[config.mk]
export PLATFORM = sky130hd
export DESIGN_NAME = tpce_tx_front
export DESIGN_NICKNAME = d
export VERILOG_FILES = /design/src/tpce_pkg.sv /design/src/tpce_fifo_if.sv /design/src/tpce_fifo.sv /design/src/tpce_tx_front.sv
export SDC_FILE = /design/constraint.sdc
export NUM_CORES = 1
export LEC_CHECK = 0
export BUFFER_PORTS_ARGS = -buffer_cell sky130_fd_sc_hd__buf_4
export CORE_MARGIN = 4
export CORE_UTILIZATION = 35
export CTS_BUF_LIST = sky130_fd_sc_hd__clkbuf_4
export DETAILED_ROUTE_END_ITERATION = 8
export SYNTH_ARGS = -nofsm -noshare
export SYNTH_HDL_FRONTEND = slang
export SYNTH_SLANG_ARGS = --single-unit
[constraint.sdc]
create_clock -name clk -period 13.09 [get_ports clk]
set_clock_uncertainty 0.15 [all_clocks]
set_input_delay 0.6545 -clock clk [delete_from_list [all_inputs] [get_ports clk]]
set_output_delay 0.6545 -clock clk [all_outputs]
set_load 0.01 [all_outputs]
[src/tpce_pkg.sv]
// constants, tables and types of the transmit parity check / encoder select
// assumes: one character clock domain; three-level pins arrive as 2-bit codes
package tpce_pkg;

  // ----------------------------------------
  // three-level pin codes
  // ----------------------------------------
  localparam logic [1:0] LVL_LOW = 2'h0; // pin tied low
  localparam logic [1:0] LVL_MID = 2'h1; // pin left open
  localparam logic [1:0] LVL_HIGH = 2'h2; // pin tied high

  // ----------------------------------------
  // character timing and sizes
  // ----------------------------------------
  localparam logic [3:0] BIT_LAST = 4'h9; // ten bit times per character
  localparam logic [3:0] WS_LAST = 4'hF; // word sync holds 16 characters
  localparam int FIFO_DEPTH = 16; // input buffer depth in characters
  localparam int FIFO_W = 12; // data, control, parity, special select

  // ----------------------------------------
  // input word layout inside the buffer
  // ----------------------------------------
  localparam int F_DATA = 0; // eight data bits
  localparam int F_CTL = 8; // two control bits
  localparam int F_PAR = 10; // odd parity bit
  localparam int F_SC = 11; // special character select

  // ----------------------------------------
  // fixed characters and reset values
  // ----------------------------------------
  localparam logic [9:0] VIOL_POS = 10'h079; // violation, a sent first
  localparam logic [7:0] K28_5 = 8'hBC; // comma fill character
  localparam logic [4:0] K28_X = 5'h1C; // the K28 group
  localparam logic [8:0] BIST_SEED = 9'h1FF; // any non-zero start
  localparam logic RD_RESET = 1'b0; // negative running disparity

  // ----------------------------------------
  // 8b/10b sub-block tables, first bit sent in the msb
  // ----------------------------------------
  localparam logic [5:0] TAB6 [32] = '{
    6'h27, 6'h1D, 6'h2D, 6'h31, 6'h35, 6'h29, 6'h19, 6'h38,
    6'h39, 6'h25, 6'h15, 6'h34, 6'h0D, 6'h2C, 6'h1C, 6'h17,
    6'h1B, 6'h23, 6'h13, 6'h32, 6'h0B, 6'h2A, 6'h1A, 6'h3A,
    6'h33, 6'h26, 6'h16, 6'h36, 6'h0E, 6'h2E, 6'h1E, 6'h2B};
  localparam logic [5:0] K28_6B = 6'h0F; // K28 six-bit block
  localparam logic [5:0] D7_6B = 6'h38; // balanced but flipped at rd+
  localparam logic [3:0] TAB4D [8] = '{
    4'hB, 4'h9, 4'h5, 4'hC, 4'hD, 4'hA, 4'h6, 4'hE};
  localparam logic [3:0] TAB4K [8] = '{
    4'h4, 4'h9, 4'h5, 4'h3, 4'h2, 4'hA, 4'h6, 4'h8};
  localparam logic [3:0] ALT7_4B = 4'h7; // alternate x.7 block
  localparam logic [3:0] X3_4B = 4'hC; // balanced but flipped at rd+

  // ----------------------------------------
  // types
  // ----------------------------------------
  typedef enum logic [1:0] {
    WS_IDLE = 2'h0,
    WS_ATOM = 2'h1,
    WS_INTR = 2'h3
  } tpce_ws_t;
  typedef enum logic [1:0] {
    OS_ENC = 2'h0,
    OS_RAW = 2'h1,
    OS_VIOL = 2'h2,
    OS_VPOS = 2'h3
  } tpce_osel_t;

endpackage

[src/tpce_fifo_if.sv]
// carrier between the transmit front end and its input buffer
// assumes: both sides on the same clock
`timescale 1ns/1ps
interface tpce_fifo_if #(parameter int W = 12);
  logic wrValid; // producer offers a word
  logic wrReady; // buffer has room
  logic [W-1:0] wrData; // word offered
  logic rdValid; // buffer holds a word
  logic rdReady; // consumer takes the head word
  logic [W-1:0] rdData; // head word
  modport fifo (
    input wrValid, wrData, rdReady,
    output wrReady, rdValid, rdData
  );
  modport user (
    output wrValid, wrData, rdReady,
    input wrReady, rdValid, rdData
  );
endinterface

[src/tpce_fifo.sv]
// synchronous first-in first-out buffer for input characters
// assumes: single clock, asynchronous active-low reset
`timescale 1ns/1ps
module tpce_fifo #(
  parameter int WIDTH = tpce_pkg::FIFO_W,
  parameter int DEPTH = tpce_pkg::FIFO_DEPTH
) (
  input wire logic clk,
  input wire logic resetn,
  tpce_fifo_if.fifo f
);
  localparam int AW = $clog2(DEPTH);
  localparam logic [AW:0] FULL = (AW+1)'(DEPTH);

  logic [WIDTH-1:0] mem [DEPTH]; // storage, no reset needed
  logic [AW-1:0] wrPtr_q; // next slot to fill
  logic [AW-1:0] rdPtr_q; // head slot
  logic [AW:0] count_q; // words held
  logic [AW:0] count_d;
  logic notFull_q; // registered so ready is glitch free
  logic push;
  logic pop;

  // ----------------------------------------
  // handshakes
  // ----------------------------------------
  assign push = f.wrValid && notFull_q;
  assign pop = f.rdValid && f.rdReady;
  assign f.wrReady = notFull_q;
  assign f.rdValid = (count_q != '0);
  assign f.rdData = mem[rdPtr_q];
  assign count_d = count_q + (AW+1)'(push) - (AW+1)'(pop);

  // storage write, data only
  always_ff @(posedge clk) begin
    if (push) begin
      mem[wrPtr_q] <= f.wrData;
    end
  end

  // pointers and fill level
  always_ff @(posedge clk or negedge resetn) begin
    if (!resetn) begin
      wrPtr_q <= '0;
      rdPtr_q <= '0;
      count_q <= '0;
      notFull_q <= 1'b1;
    end else begin
      wrPtr_q <= wrPtr_q + AW'(push);
      rdPtr_q <= rdPtr_q + AW'(pop);
      count_q <= count_d;
      notFull_q <= (count_d != FULL);
    end
  end
endmodule

[src/tpce_tx_front.sv]
// one transmit channel: parity check, character selection, 8b/10b
// encoding and the serial shifter
// assumes: host data on clk; mode, parity select, buffer error and
// self-test pins are asynchronous levels
//
// Function
// - parity bit captured with data, every mode
// - parity select low disables all checking
// - mid with encoder checks data and parity
// - high or bypass-mid adds both control bits
// - odd parity: xor of checked bits is one
// - encoded error sends violation of proper disparity
// - bypass error sends fixed positive violation pattern
// - parity errors shown on error flag
// - buffer error forces violation symbol
// - self-test sends 511-character sequence
// - K28.5 singly or 16-character word sync
// - character chosen from mode, select, control, data
// - encoder mode converts via 8b/10b rules
// - two non-overlapping special character tables
// - characters shifted out lsb first
// - two three-level pins choose nine modes
// - modes 3-8 control bits steer encoding
// - bypass passes ten bits unchanged
// - bypass ignores special select
// - bypass bit to symbol mapping fixed
// - modes 3 and 6 control code table
`timescale 1ns/1ps
module tpce_tx_front (
  input wire logic clk,
  input wire logic resetn,
  input wire logic [7:0] txDataIn,
  input wire logic [1:0] txControlIn,
  input wire logic txOddParityIn,
  input wire logic specialCharSelect,
  input wire logic inValid,
  output logic inReady,
  input wire logic [1:0] paritySelectPin,
  input wire logic [3:0] txModeSelect,
  input wire logic alignErrorPin,
  input wire logic bistEnablePin,
  output logic serialOut,
  output logic [9:0] txCharOut,
  output logic txErrorFlag
);

  // ----------------------------------------
  // 8b/10b encoder
  // ----------------------------------------
  // returns {running disparity after, code with a in bit 0}
  function automatic logic [10:0] enc(input logic [7:0] d,
      input logic k, input logic rd);
    logic [5:0] s;
    logic [3:0] t;
    logic rdMid;
    logic [4:0] x;
    logic [2:0] y;
    logic a7;
    logic [5:0] sr;
    logic [3:0] tr;
    x = d[4:0];
    y = d[7:5];
    s = (k && x == tpce_pkg::K28_X) ? tpce_pkg::K28_6B : tpce_pkg::TAB6[x];
    // unbalanced blocks and D.7 invert at positive disparity
    if (rd && ($countones(s) != 3 || s == tpce_pkg::D7_6B)) begin
      s = ~s;
    end
    rdMid = ($countones(s) > 3) ? 1'b1 : ($countones(s) < 3) ? 1'b0 : rd;
    if (k && x == tpce_pkg::K28_X) begin
      t = tpce_pkg::TAB4K[y];
      if (!rdMid) begin
        t = ~t;
      end
    end else begin
      // alternate x.7 avoids a run of five equal bits
      a7 = (y == 3'h7) && (k ||
        (!rdMid && (x == 5'h11 || x == 5'h12 || x == 5'h14)) ||
        (rdMid && (x == 5'h0B || x == 5'h0D || x == 5'h0E)));
      t = a7 ? tpce_pkg::ALT7_4B : tpce_pkg::TAB4D[y];
      if (rdMid && ($countones(t) != 2 || t == tpce_pkg::X3_4B)) begin
        t = ~t;
      end
    end
    sr = {<<{s}};
    tr = {<<{t}};
    enc = {(($countones(t) > 2) ? 1'b1 :
      ($countones(t) < 2) ? 1'b0 : rdMid), tr, sr};
  endfunction

  // ----------------------------------------
  // pin synchronisers
  // ----------------------------------------
  logic [7:0] syncA_q; // first stage, read only by syncB_q
  logic [7:0] syncB_q; // second stage, safe to decode
  logic [3:0] modeS; // transmit mode digits
  logic [1:0] parS; // parity check select
  logic alignS; // phase-align buffer error
  logic bistS; // self-test enable

  // all static pins take two flops before use
  always_ff @(posedge clk or negedge resetn) begin
    if (!resetn) begin
      syncA_q <= 8'h00;
      syncB_q <= 8'h00;
    end else begin
      syncA_q <= {txModeSelect, paritySelectPin, alignErrorPin,
        bistEnablePin};
      syncB_q <= syncA_q;
    end
  end
  assign modeS = syncB_q[7:4];
  assign parS = syncB_q[3:2];
  assign alignS = syncB_q[1];
  assign bistS = syncB_q[0];

  // ----------------------------------------
  // input buffer
  // ----------------------------------------
  tpce_fifo_if #(.W(tpce_pkg::FIFO_W)) fq ();
  logic tick; // last bit time of a character
  logic [tpce_pkg::FIFO_W-1:0] w; // head word
  logic fv; // head word present

  tpce_fifo #(
    .WIDTH(tpce_pkg::FIFO_W),
    .DEPTH(tpce_pkg::FIFO_DEPTH)
  ) u_fifo (
    .clk(clk),
    .resetn(resetn),
    .f(fq.fifo)
  );
  // parity bit rides along with the ten bits
  assign fq.wrValid = inValid;
  assign fq.wrData = {specialCharSelect, txOddParityIn, txControlIn,
    txDataIn};
  assign inReady = fq.wrReady;
  // one word leaves per character; the shifter paces the host
  assign fq.rdReady = tick;
  assign w = fq.rdData;
  assign fv = fq.rdValid;

  // ----------------------------------------
  // state
  // ----------------------------------------
  logic [3:0] bitCnt_q; // bit time within a character
  logic [9:0] shift_q; // transmit shifter
  logic [9:0] txChar_q; // last character loaded
  logic txErr_q; // error seen on last character
  logic rd_q; // running disparity, 1 is positive
  tpce_pkg::tpce_ws_t ws_q; // word sync sequencer
  tpce_pkg::tpce_ws_t ws_d;
  logic [3:0] wsCnt_q; // index of next sequence character
  logic [3:0] wsCnt_d;
  logic [8:0] lfsr_q; // self-test pattern state

  // ----------------------------------------
  // field decode
  // ----------------------------------------
  logic [7:0] d8;
  logic [1:0] ct;
  logic bypass;
  logic atomMode;
  logic atomCont;
  logic chkOn;
  logic chkAll;
  logic parErr;
  logic isWs;
  logic isFill;
  logic isSpec;
  logic intrGo;
  logic specOk;
  logic [7:0] specByte;
  logic [1:0] lowS;

  assign tick = (bitCnt_q == tpce_pkg::BIT_LAST);
  assign d8 = w[tpce_pkg::F_DATA +: 8];
  assign ct = w[tpce_pkg::F_CTL +: 2];
  assign lowS = modeS[1:0];
  // upper digit low: bypass, whatever the lower digit
  assign bypass = (modeS[3:2] == tpce_pkg::LVL_LOW);
  assign atomMode = (modeS[3:2] == tpce_pkg::LVL_MID);
  assign atomCont = (ws_q == tpce_pkg::WS_ATOM);
  assign chkOn = (parS != tpce_pkg::LVL_LOW);
  // control bits join the check when high, or mid in bypass
  assign chkAll = (parS == tpce_pkg::LVL_HIGH) || bypass;
  // atomic sequence bodies are not checked
  assign parErr = chkOn && fv && !atomCont &&
    !(^{chkAll ? ct : 2'h0, d8, w[tpce_pkg::F_PAR]});

  // second digit gives the special select role
  // modes 3/6: ct0 low data, 01 fill or special, 11 word sync
  // modes 4/7: select and ct0 high start word sync
  // modes 5/8: select unused, 01 special, 10 fill, 11 word sync
  assign isWs = (lowS == tpce_pkg::LVL_MID) ?
    (w[tpce_pkg::F_SC] && ct[0]) : (ct == 2'h3);
  assign isFill = (lowS == tpce_pkg::LVL_HIGH) ? (ct == 2'h2) :
    (!w[tpce_pkg::F_SC] && ct == 2'h1);
  assign isSpec = (lowS == tpce_pkg::LVL_LOW) ?
    (w[tpce_pkg::F_SC] && ct == 2'h1) :
    (lowS == tpce_pkg::LVL_MID) ? (!w[tpce_pkg::F_SC] && ct == 2'h3) :
    (ct == 2'h1);
  // interruptible sequence survives only on 00 with good parity
  assign intrGo = (ws_q == tpce_pkg::WS_INTR) && fv && ct == 2'h0 &&
    !parErr;

  // extended table: K28.y, or K23/27/29/30 with y=7; reduced table:
  // codes 00-07 give K28.0-K28.7; the two input ranges never meet
  assign specOk = (d8[4:0] == tpce_pkg::K28_X) ||
    (d8[7:5] == 3'h7 && (d8[4:0] == 5'h17 || d8[4:0] == 5'h1B ||
    d8[4:0] == 5'h1D || d8[4:0] == 5'h1E)) || (d8[7:3] == 5'h00);
  assign specByte = (d8[7:3] == 5'h00) ? {d8[2:0], tpce_pkg::K28_X} : d8;

  // ----------------------------------------
  // character selection
  // ----------------------------------------
  logic [7:0] encD; // byte to encode
  logic encK; // special character
  logic encRev; // second and third sync characters
  tpce_pkg::tpce_osel_t osel;
  logic errD;
  logic [10:0] encOut;
  logic [9:0] charNext;
  logic rdD;

  // priority: buffer error, self-test, sequence continuation, idle,
  // parity, bypass, then the control code
  always_comb begin
    encD = tpce_pkg::K28_5;
    encK = 1'b1;
    encRev = 1'b0;
    osel = tpce_pkg::OS_ENC;
    errD = 1'b0;
    ws_d = tpce_pkg::WS_IDLE;
    wsCnt_d = wsCnt_q;
    if (alignS) begin
      osel = tpce_pkg::OS_VIOL;
      errD = 1'b1;
    end else if (bistS) begin
      encD = lfsr_q[7:0];
      encK = 1'b0;
    end else if (atomCont || intrGo) begin
      // K28.5 body; two characters after the first flip disparity
      encRev = (wsCnt_q == 4'h1) || (wsCnt_q == 4'h2);
      wsCnt_d = wsCnt_q + 4'h1;
      ws_d = (wsCnt_q == tpce_pkg::WS_LAST) ? tpce_pkg::WS_IDLE : ws_q;
    end else if (!fv) begin
      // nothing queued: keep the link busy with fill
    end else if (parErr) begin
      errD = 1'b1;
      // bypass ignores disparity, encoder keeps it
      osel = bypass ? tpce_pkg::OS_VPOS : tpce_pkg::OS_VIOL;
    end else if (bypass) begin
      osel = tpce_pkg::OS_RAW;
    end else if (isWs) begin
      ws_d = atomMode ? tpce_pkg::WS_ATOM : tpce_pkg::WS_INTR;
      wsCnt_d = 4'h1;
    end else if (isFill) begin
      // single K28.5
    end else if (isSpec) begin
      encD = specByte;
      if (!specOk) begin
        osel = tpce_pkg::OS_VIOL;
      end
    end else begin
      encD = d8;
      encK = 1'b0;
    end
  end

  assign encOut = enc(encD, encK, rd_q ^ encRev);
  // data bits to a..g with bit 5 as i, control to h and j
  assign charNext = (osel == tpce_pkg::OS_RAW) ? w[9:0] :
    (osel == tpce_pkg::OS_VPOS) ? tpce_pkg::VIOL_POS :
    (osel == tpce_pkg::OS_VIOL) ?
    (rd_q ? ~tpce_pkg::VIOL_POS : tpce_pkg::VIOL_POS) : encOut[9:0];
  // violation holds five ones, yet it flips the running disparity
  assign rdD = (osel == tpce_pkg::OS_ENC) ? encOut[10] :
    (osel == tpce_pkg::OS_VIOL) ? !rd_q : rd_q;

  // ----------------------------------------
  // character clock and shifter
  // ----------------------------------------
  // bit counter sets the character clock
  always_ff @(posedge clk or negedge resetn) begin
    if (!resetn) begin
      bitCnt_q <= 4'h0;
    end else begin
      bitCnt_q <= tick ? 4'h0 : bitCnt_q + 4'h1;
    end
  end

  // load on the character clock, else shift toward bit 0
  always_ff @(posedge clk or negedge resetn) begin
    if (!resetn) begin
      shift_q <= 10'h000;
    end else begin
      shift_q <= tick ? charNext : {1'b0, shift_q[9:1]};
    end
  end

  // per-character state, one decision per character
  always_ff @(posedge clk or negedge resetn) begin
    if (!resetn) begin
      txChar_q <= 10'h000;
      txErr_q <= 1'b0;
      rd_q <= tpce_pkg::RD_RESET;
      ws_q <= tpce_pkg::WS_IDLE;
      wsCnt_q <= 4'h0;
    end else if (tick) begin
      txChar_q <= charNext;
      txErr_q <= errD;
      rd_q <= rdD;
      ws_q <= ws_d;
      wsCnt_q <= wsCnt_d;
    end
  end

  // self-test pattern, x^9 + x^5 + 1 repeats every 511
  always_ff @(posedge clk or negedge resetn) begin
    if (!resetn) begin
      lfsr_q <= tpce_pkg::BIST_SEED;
    end else if (tick && bistS) begin
      lfsr_q <= {lfsr_q[7:0], lfsr_q[8] ^ lfsr_q[4]};
    end
  end

  assign serialOut = shift_q[0];
  assign txCharOut = txChar_q;
  assign txErrorFlag = txErr_q;
endmodule

==> run metrics <==
status=finished clean; Fill cells=3335; DRT Pass-1 Iters=7; first-pass GRT wire length=46600 um; Die ar.=0.0395 mm2; CTS Root Buffer Type=clkbuf_4; Tot GR Track Use=15.4%; DRC=0; worst r2r src=u_fifo.rdPtr_q[0]; Final Hold Vio Count=0; pre-CTS setup slack=0.0150 ns; Final Non-Filler Cells=1580; WP buf/inv=13; Vias=8208; Die Ht=199 um; Synth Warn #=0; syn_nets=968; row cnt=69; Die W=199 um; synth top area cells=edfxtp_1 45%, dfrtp_1 12%, mux4_2 6.5%; GRT Residual Overflow=0; reg2reg path depth=56; RR Endpoint=rd_q; Area Overhead vs Synth=20.5%; critical path type=flop to flop; final wirelength=30900 um; busiest grt layer=met2; worst slew pin tran=1.04 ns; cell mode on critical path=fa_1; Unique masters post-synth=93; IO buf count=35; area leader, netlist=edfxtp_1; synthesized area=0.0127 mm2; Antenna Violating Nets Remaining=0; Worst slew margin=30.7%; Syn Area/Cell=14.1 um2; Num CTS Buffers=69; WHS Path Cells=1; CTS tree=done; R2R Setup Slk=0.37 ns; Seq/Total Area, Yosys=59.3%; Hold Path End=u_fifo.mem[2][0]; met1 Use GR=19.4%; per-cell routed wire length=19.6 um; worst hold path type=input port to flop; CTS Sinks=263; met2 GRT Util=26.5%; smallest setup slack after layout=0.373 ns; H-tree depth=3; I/O pins=36; post-synth top area share=45.3%; Starting Density=35.6%; vias in the first global route=8224; fmax=78.6 MHz; crit share post-route=97.2%; nature of the critical path startpoint=flop; core area=0.0357 mm2; EDFF count, synth=192; family with the most delay on the worst path=adder cells; Critical Path Slowest Stage Cell=fa_1; hold wc startpoint=txDataIn[0]; # setup viols final=0; DRT iter0 DRCs=542; RSZ-0062 raised after global routing=yes; later-pin clock latency in the skew report=0.74 ns; detailed placer's ending HPWL=19900 um; met3 Track Usage GR=3.25%; DR vias/cell=5.19; Clock Tree Buf Depth=3; Post-synth ARST share=27.0%; Max Cap Viol=0; synthesized flop and latch total=263; largest net degree at the start of global routing=72; arrival time worst endpoint=13.13 ns; fraction of layout cells with a size suffix above 1=33.0%; TNS Setup=0 ns; initial antenna violation count=2; Worst setup EP type=flop; Post-Syn Instances=905; post-layout min period=12.72 ns; Worst-path clk slew=0.08 ns; placed cell count=1416; GPL Wtd Cong=0.893; Post-synth top flop=edfxtp_1; CP Max Fanout=6; final net count=1130; crit-path max cell delay=0.52 ns; Required @ worst endpoint=13.50 ns; Slew Viols, Final=0
final cells by class:
cell class                 instances  area (um2)  share of cell area (%)
sequential                       263        7560                    49.2
multi-input combinational        566        5130                    33.4
timing repair buffer             126        1040                    6.78
clock buffer                      94         706                    4.60
tap                              461         577                    3.76
clock inverter                    26         181                    1.18
inverter                          41         154                    1.00
antenna                            3        7.51                  0.0489
sequential cells by signal (all words and copies together) (netlist names):
register and flops:
txCharOut 10, txErrorFlag 1, shift_q 10, ws_q 2, syncB_q 8, u_fifo.wrPtr_q 4, bitCnt_q 4, wsCnt_q 4
syncA_q 8, rd_q 1, u_fifo.mem 192, u_fifo.f.wrReady 1, lfsr_q 9, u_fifo.count_q 5, u_fifo.rdPtr_q 4
layout by cell type (no fill, tap or decap), drive strengths merged, types with 8 or more instances in the layout:
cell,Yosys,final
nor3,19,19
or2,8,8
a211oi,8,8
and2,11,11
mux4,48,48
o21a,10,10
dfstp,10,10
nand3,14,14
fa,8,8
mux2,13,13
ha,32,32
edfxtp,192,192
nand2b,10,10
xnor2,27,27
a21oi,31,31
dlygate4sd3,0,9
clkbuf,17,94
mux2i,23,23
o21ai,43,43
clkinv,0,22
nand2,54,54
nor2,74,74
dfrtp,61,61
inv,41,42
buf,17,117
xor2,11,11
worst max path at each step:
| stage | startpoint | to | depth (start not counted) |
|---|---|---|---|
| after floorplan | u_fifo.rdPtr_q[0] | rd_q | 60 |
| final | u_fifo.rdPtr_q[0] | rd_q | 56 |
| after detailed placement | u_fifo.rdPtr_q[0] | rd_q | 56 |
| after global placement | u_fifo.rdPtr_q[0] | rd_q | 54 |
| after global routing | u_fifo.rdPtr_q[0] | rd_q | 56 |
| after CTS | u_fifo.rdPtr_q[0] | rd_q | 56 |
timing repair:
action / in CTS / in global routing
endpoints found under the setup margin: 1 / 1
hold buffers: 9 / 0
pin swaps: 0 / 39
setup buffers: 0 / 32
resized for setup: 1 / 56
hold endpoints to repair: 61 / 0
synthesized netlist by cell type, types with 4 or more instances:
| master | n |
|---|---|
| buf_1 | 4 |
| or3_1 | 4 |
| a21oi_1 | 30 |
| ha_1 | 32 |
| fa_1 | 8 |
| o31ai_1 | 5 |
| inv_1 | 40 |
| nand2b_1 | 10 |
| nand3b_1 | 4 |
| mux4_2 | 37 |
| a31oi_1 | 6 |
| buf_2 | 6 |
| o22ai_1 | 4 |
| dfrtp_1 | 61 |
| nor2b_1 | 7 |
| o21a_1 | 10 |
| mux4_1 | 11 |
| o21ai_0 | 34 |
| nor2_1 | 73 |
| buf_6 | 4 |
| a21o_1 | 5 |
| xnor2_1 | 26 |
| nor4b_1 | 4 |
| xor2_1 | 10 |
| nor3_1 | 19 |
| o21ai_1 | 8 |
| nand2_1 | 54 |
| dfstp_2 | 10 |
| nor4_1 | 6 |
| mux2i_1 | 23 |
| a211oi_1 | 7 |
| nand3_1 | 14 |
| mux2_2 | 13 |
| or2_2 | 6 |
| and2_1 | 11 |
| clkbuf_1 | 17 |
| a221oi_1 | 5 |
| o211ai_1 | 7 |
| edfxtp_1 | 192 |
routing by layer:
layer / share of wire (%) / vias to the layer above / routed length [um]
li1: - / 3847 / -
met4: 2.7 / 0 / 827
met3: 5.5 / 71 / 1710
met5: 0 / - / 0
met2: 51 / 246 / 15700
met1: 41 / 4044 / 12700
metrics by stage:
stage / util [%] / hold slack [ns] / instance area [um2]
finish: 43.0 / 0.0746 / 15400
global route: 42.9 / 0.0360 / 15400
CTS: 41.5 / 0.0268 / 14800
detailed placement: 38.8 / 0.186 / 13900
global placement: 38.8 / 0.185 / 13900
floorplan: - / 0.181 / 12800
cell families (layout without fill, tap and decap cells):
| group | count (synthesis) | count (layout) | synth area share [%] |
|---|---|---|---|
| AOI/OAI and AO/OA | 170 | 170 | 9.68 |
| xor gates and xnor gates | 38 | 38 | 2.73 |
| adders and majority gates | 42 | 42 | 4.56 |
| buffers and inverters | 76 | 287 | 2.94 |
| DFF | 263 | 263 | 59.3 |
| muxes | 84 | 84 | 11.8 |
| other | 0 | 3 | 0 |
| and+or+nand+nor | 232 | 232 | 9.03 |
worst reg2reg max path: cells and delay by family (launching register included):
kind / cells / cell delay, ns
xor+xnor: 5 / 0.78
fa+ha+maj: 16 / 5.30
simple gates: 8 / 1.18
buf+inv: 13 / 1.22
mux: 3 / 1.20
flops: 1 / 0.50
compound gates: 11 / 2.24
Power is left out: the tool's default activity adds up to more than one toggle a clock period on the data nets, which glitch-free logic cannot reach.
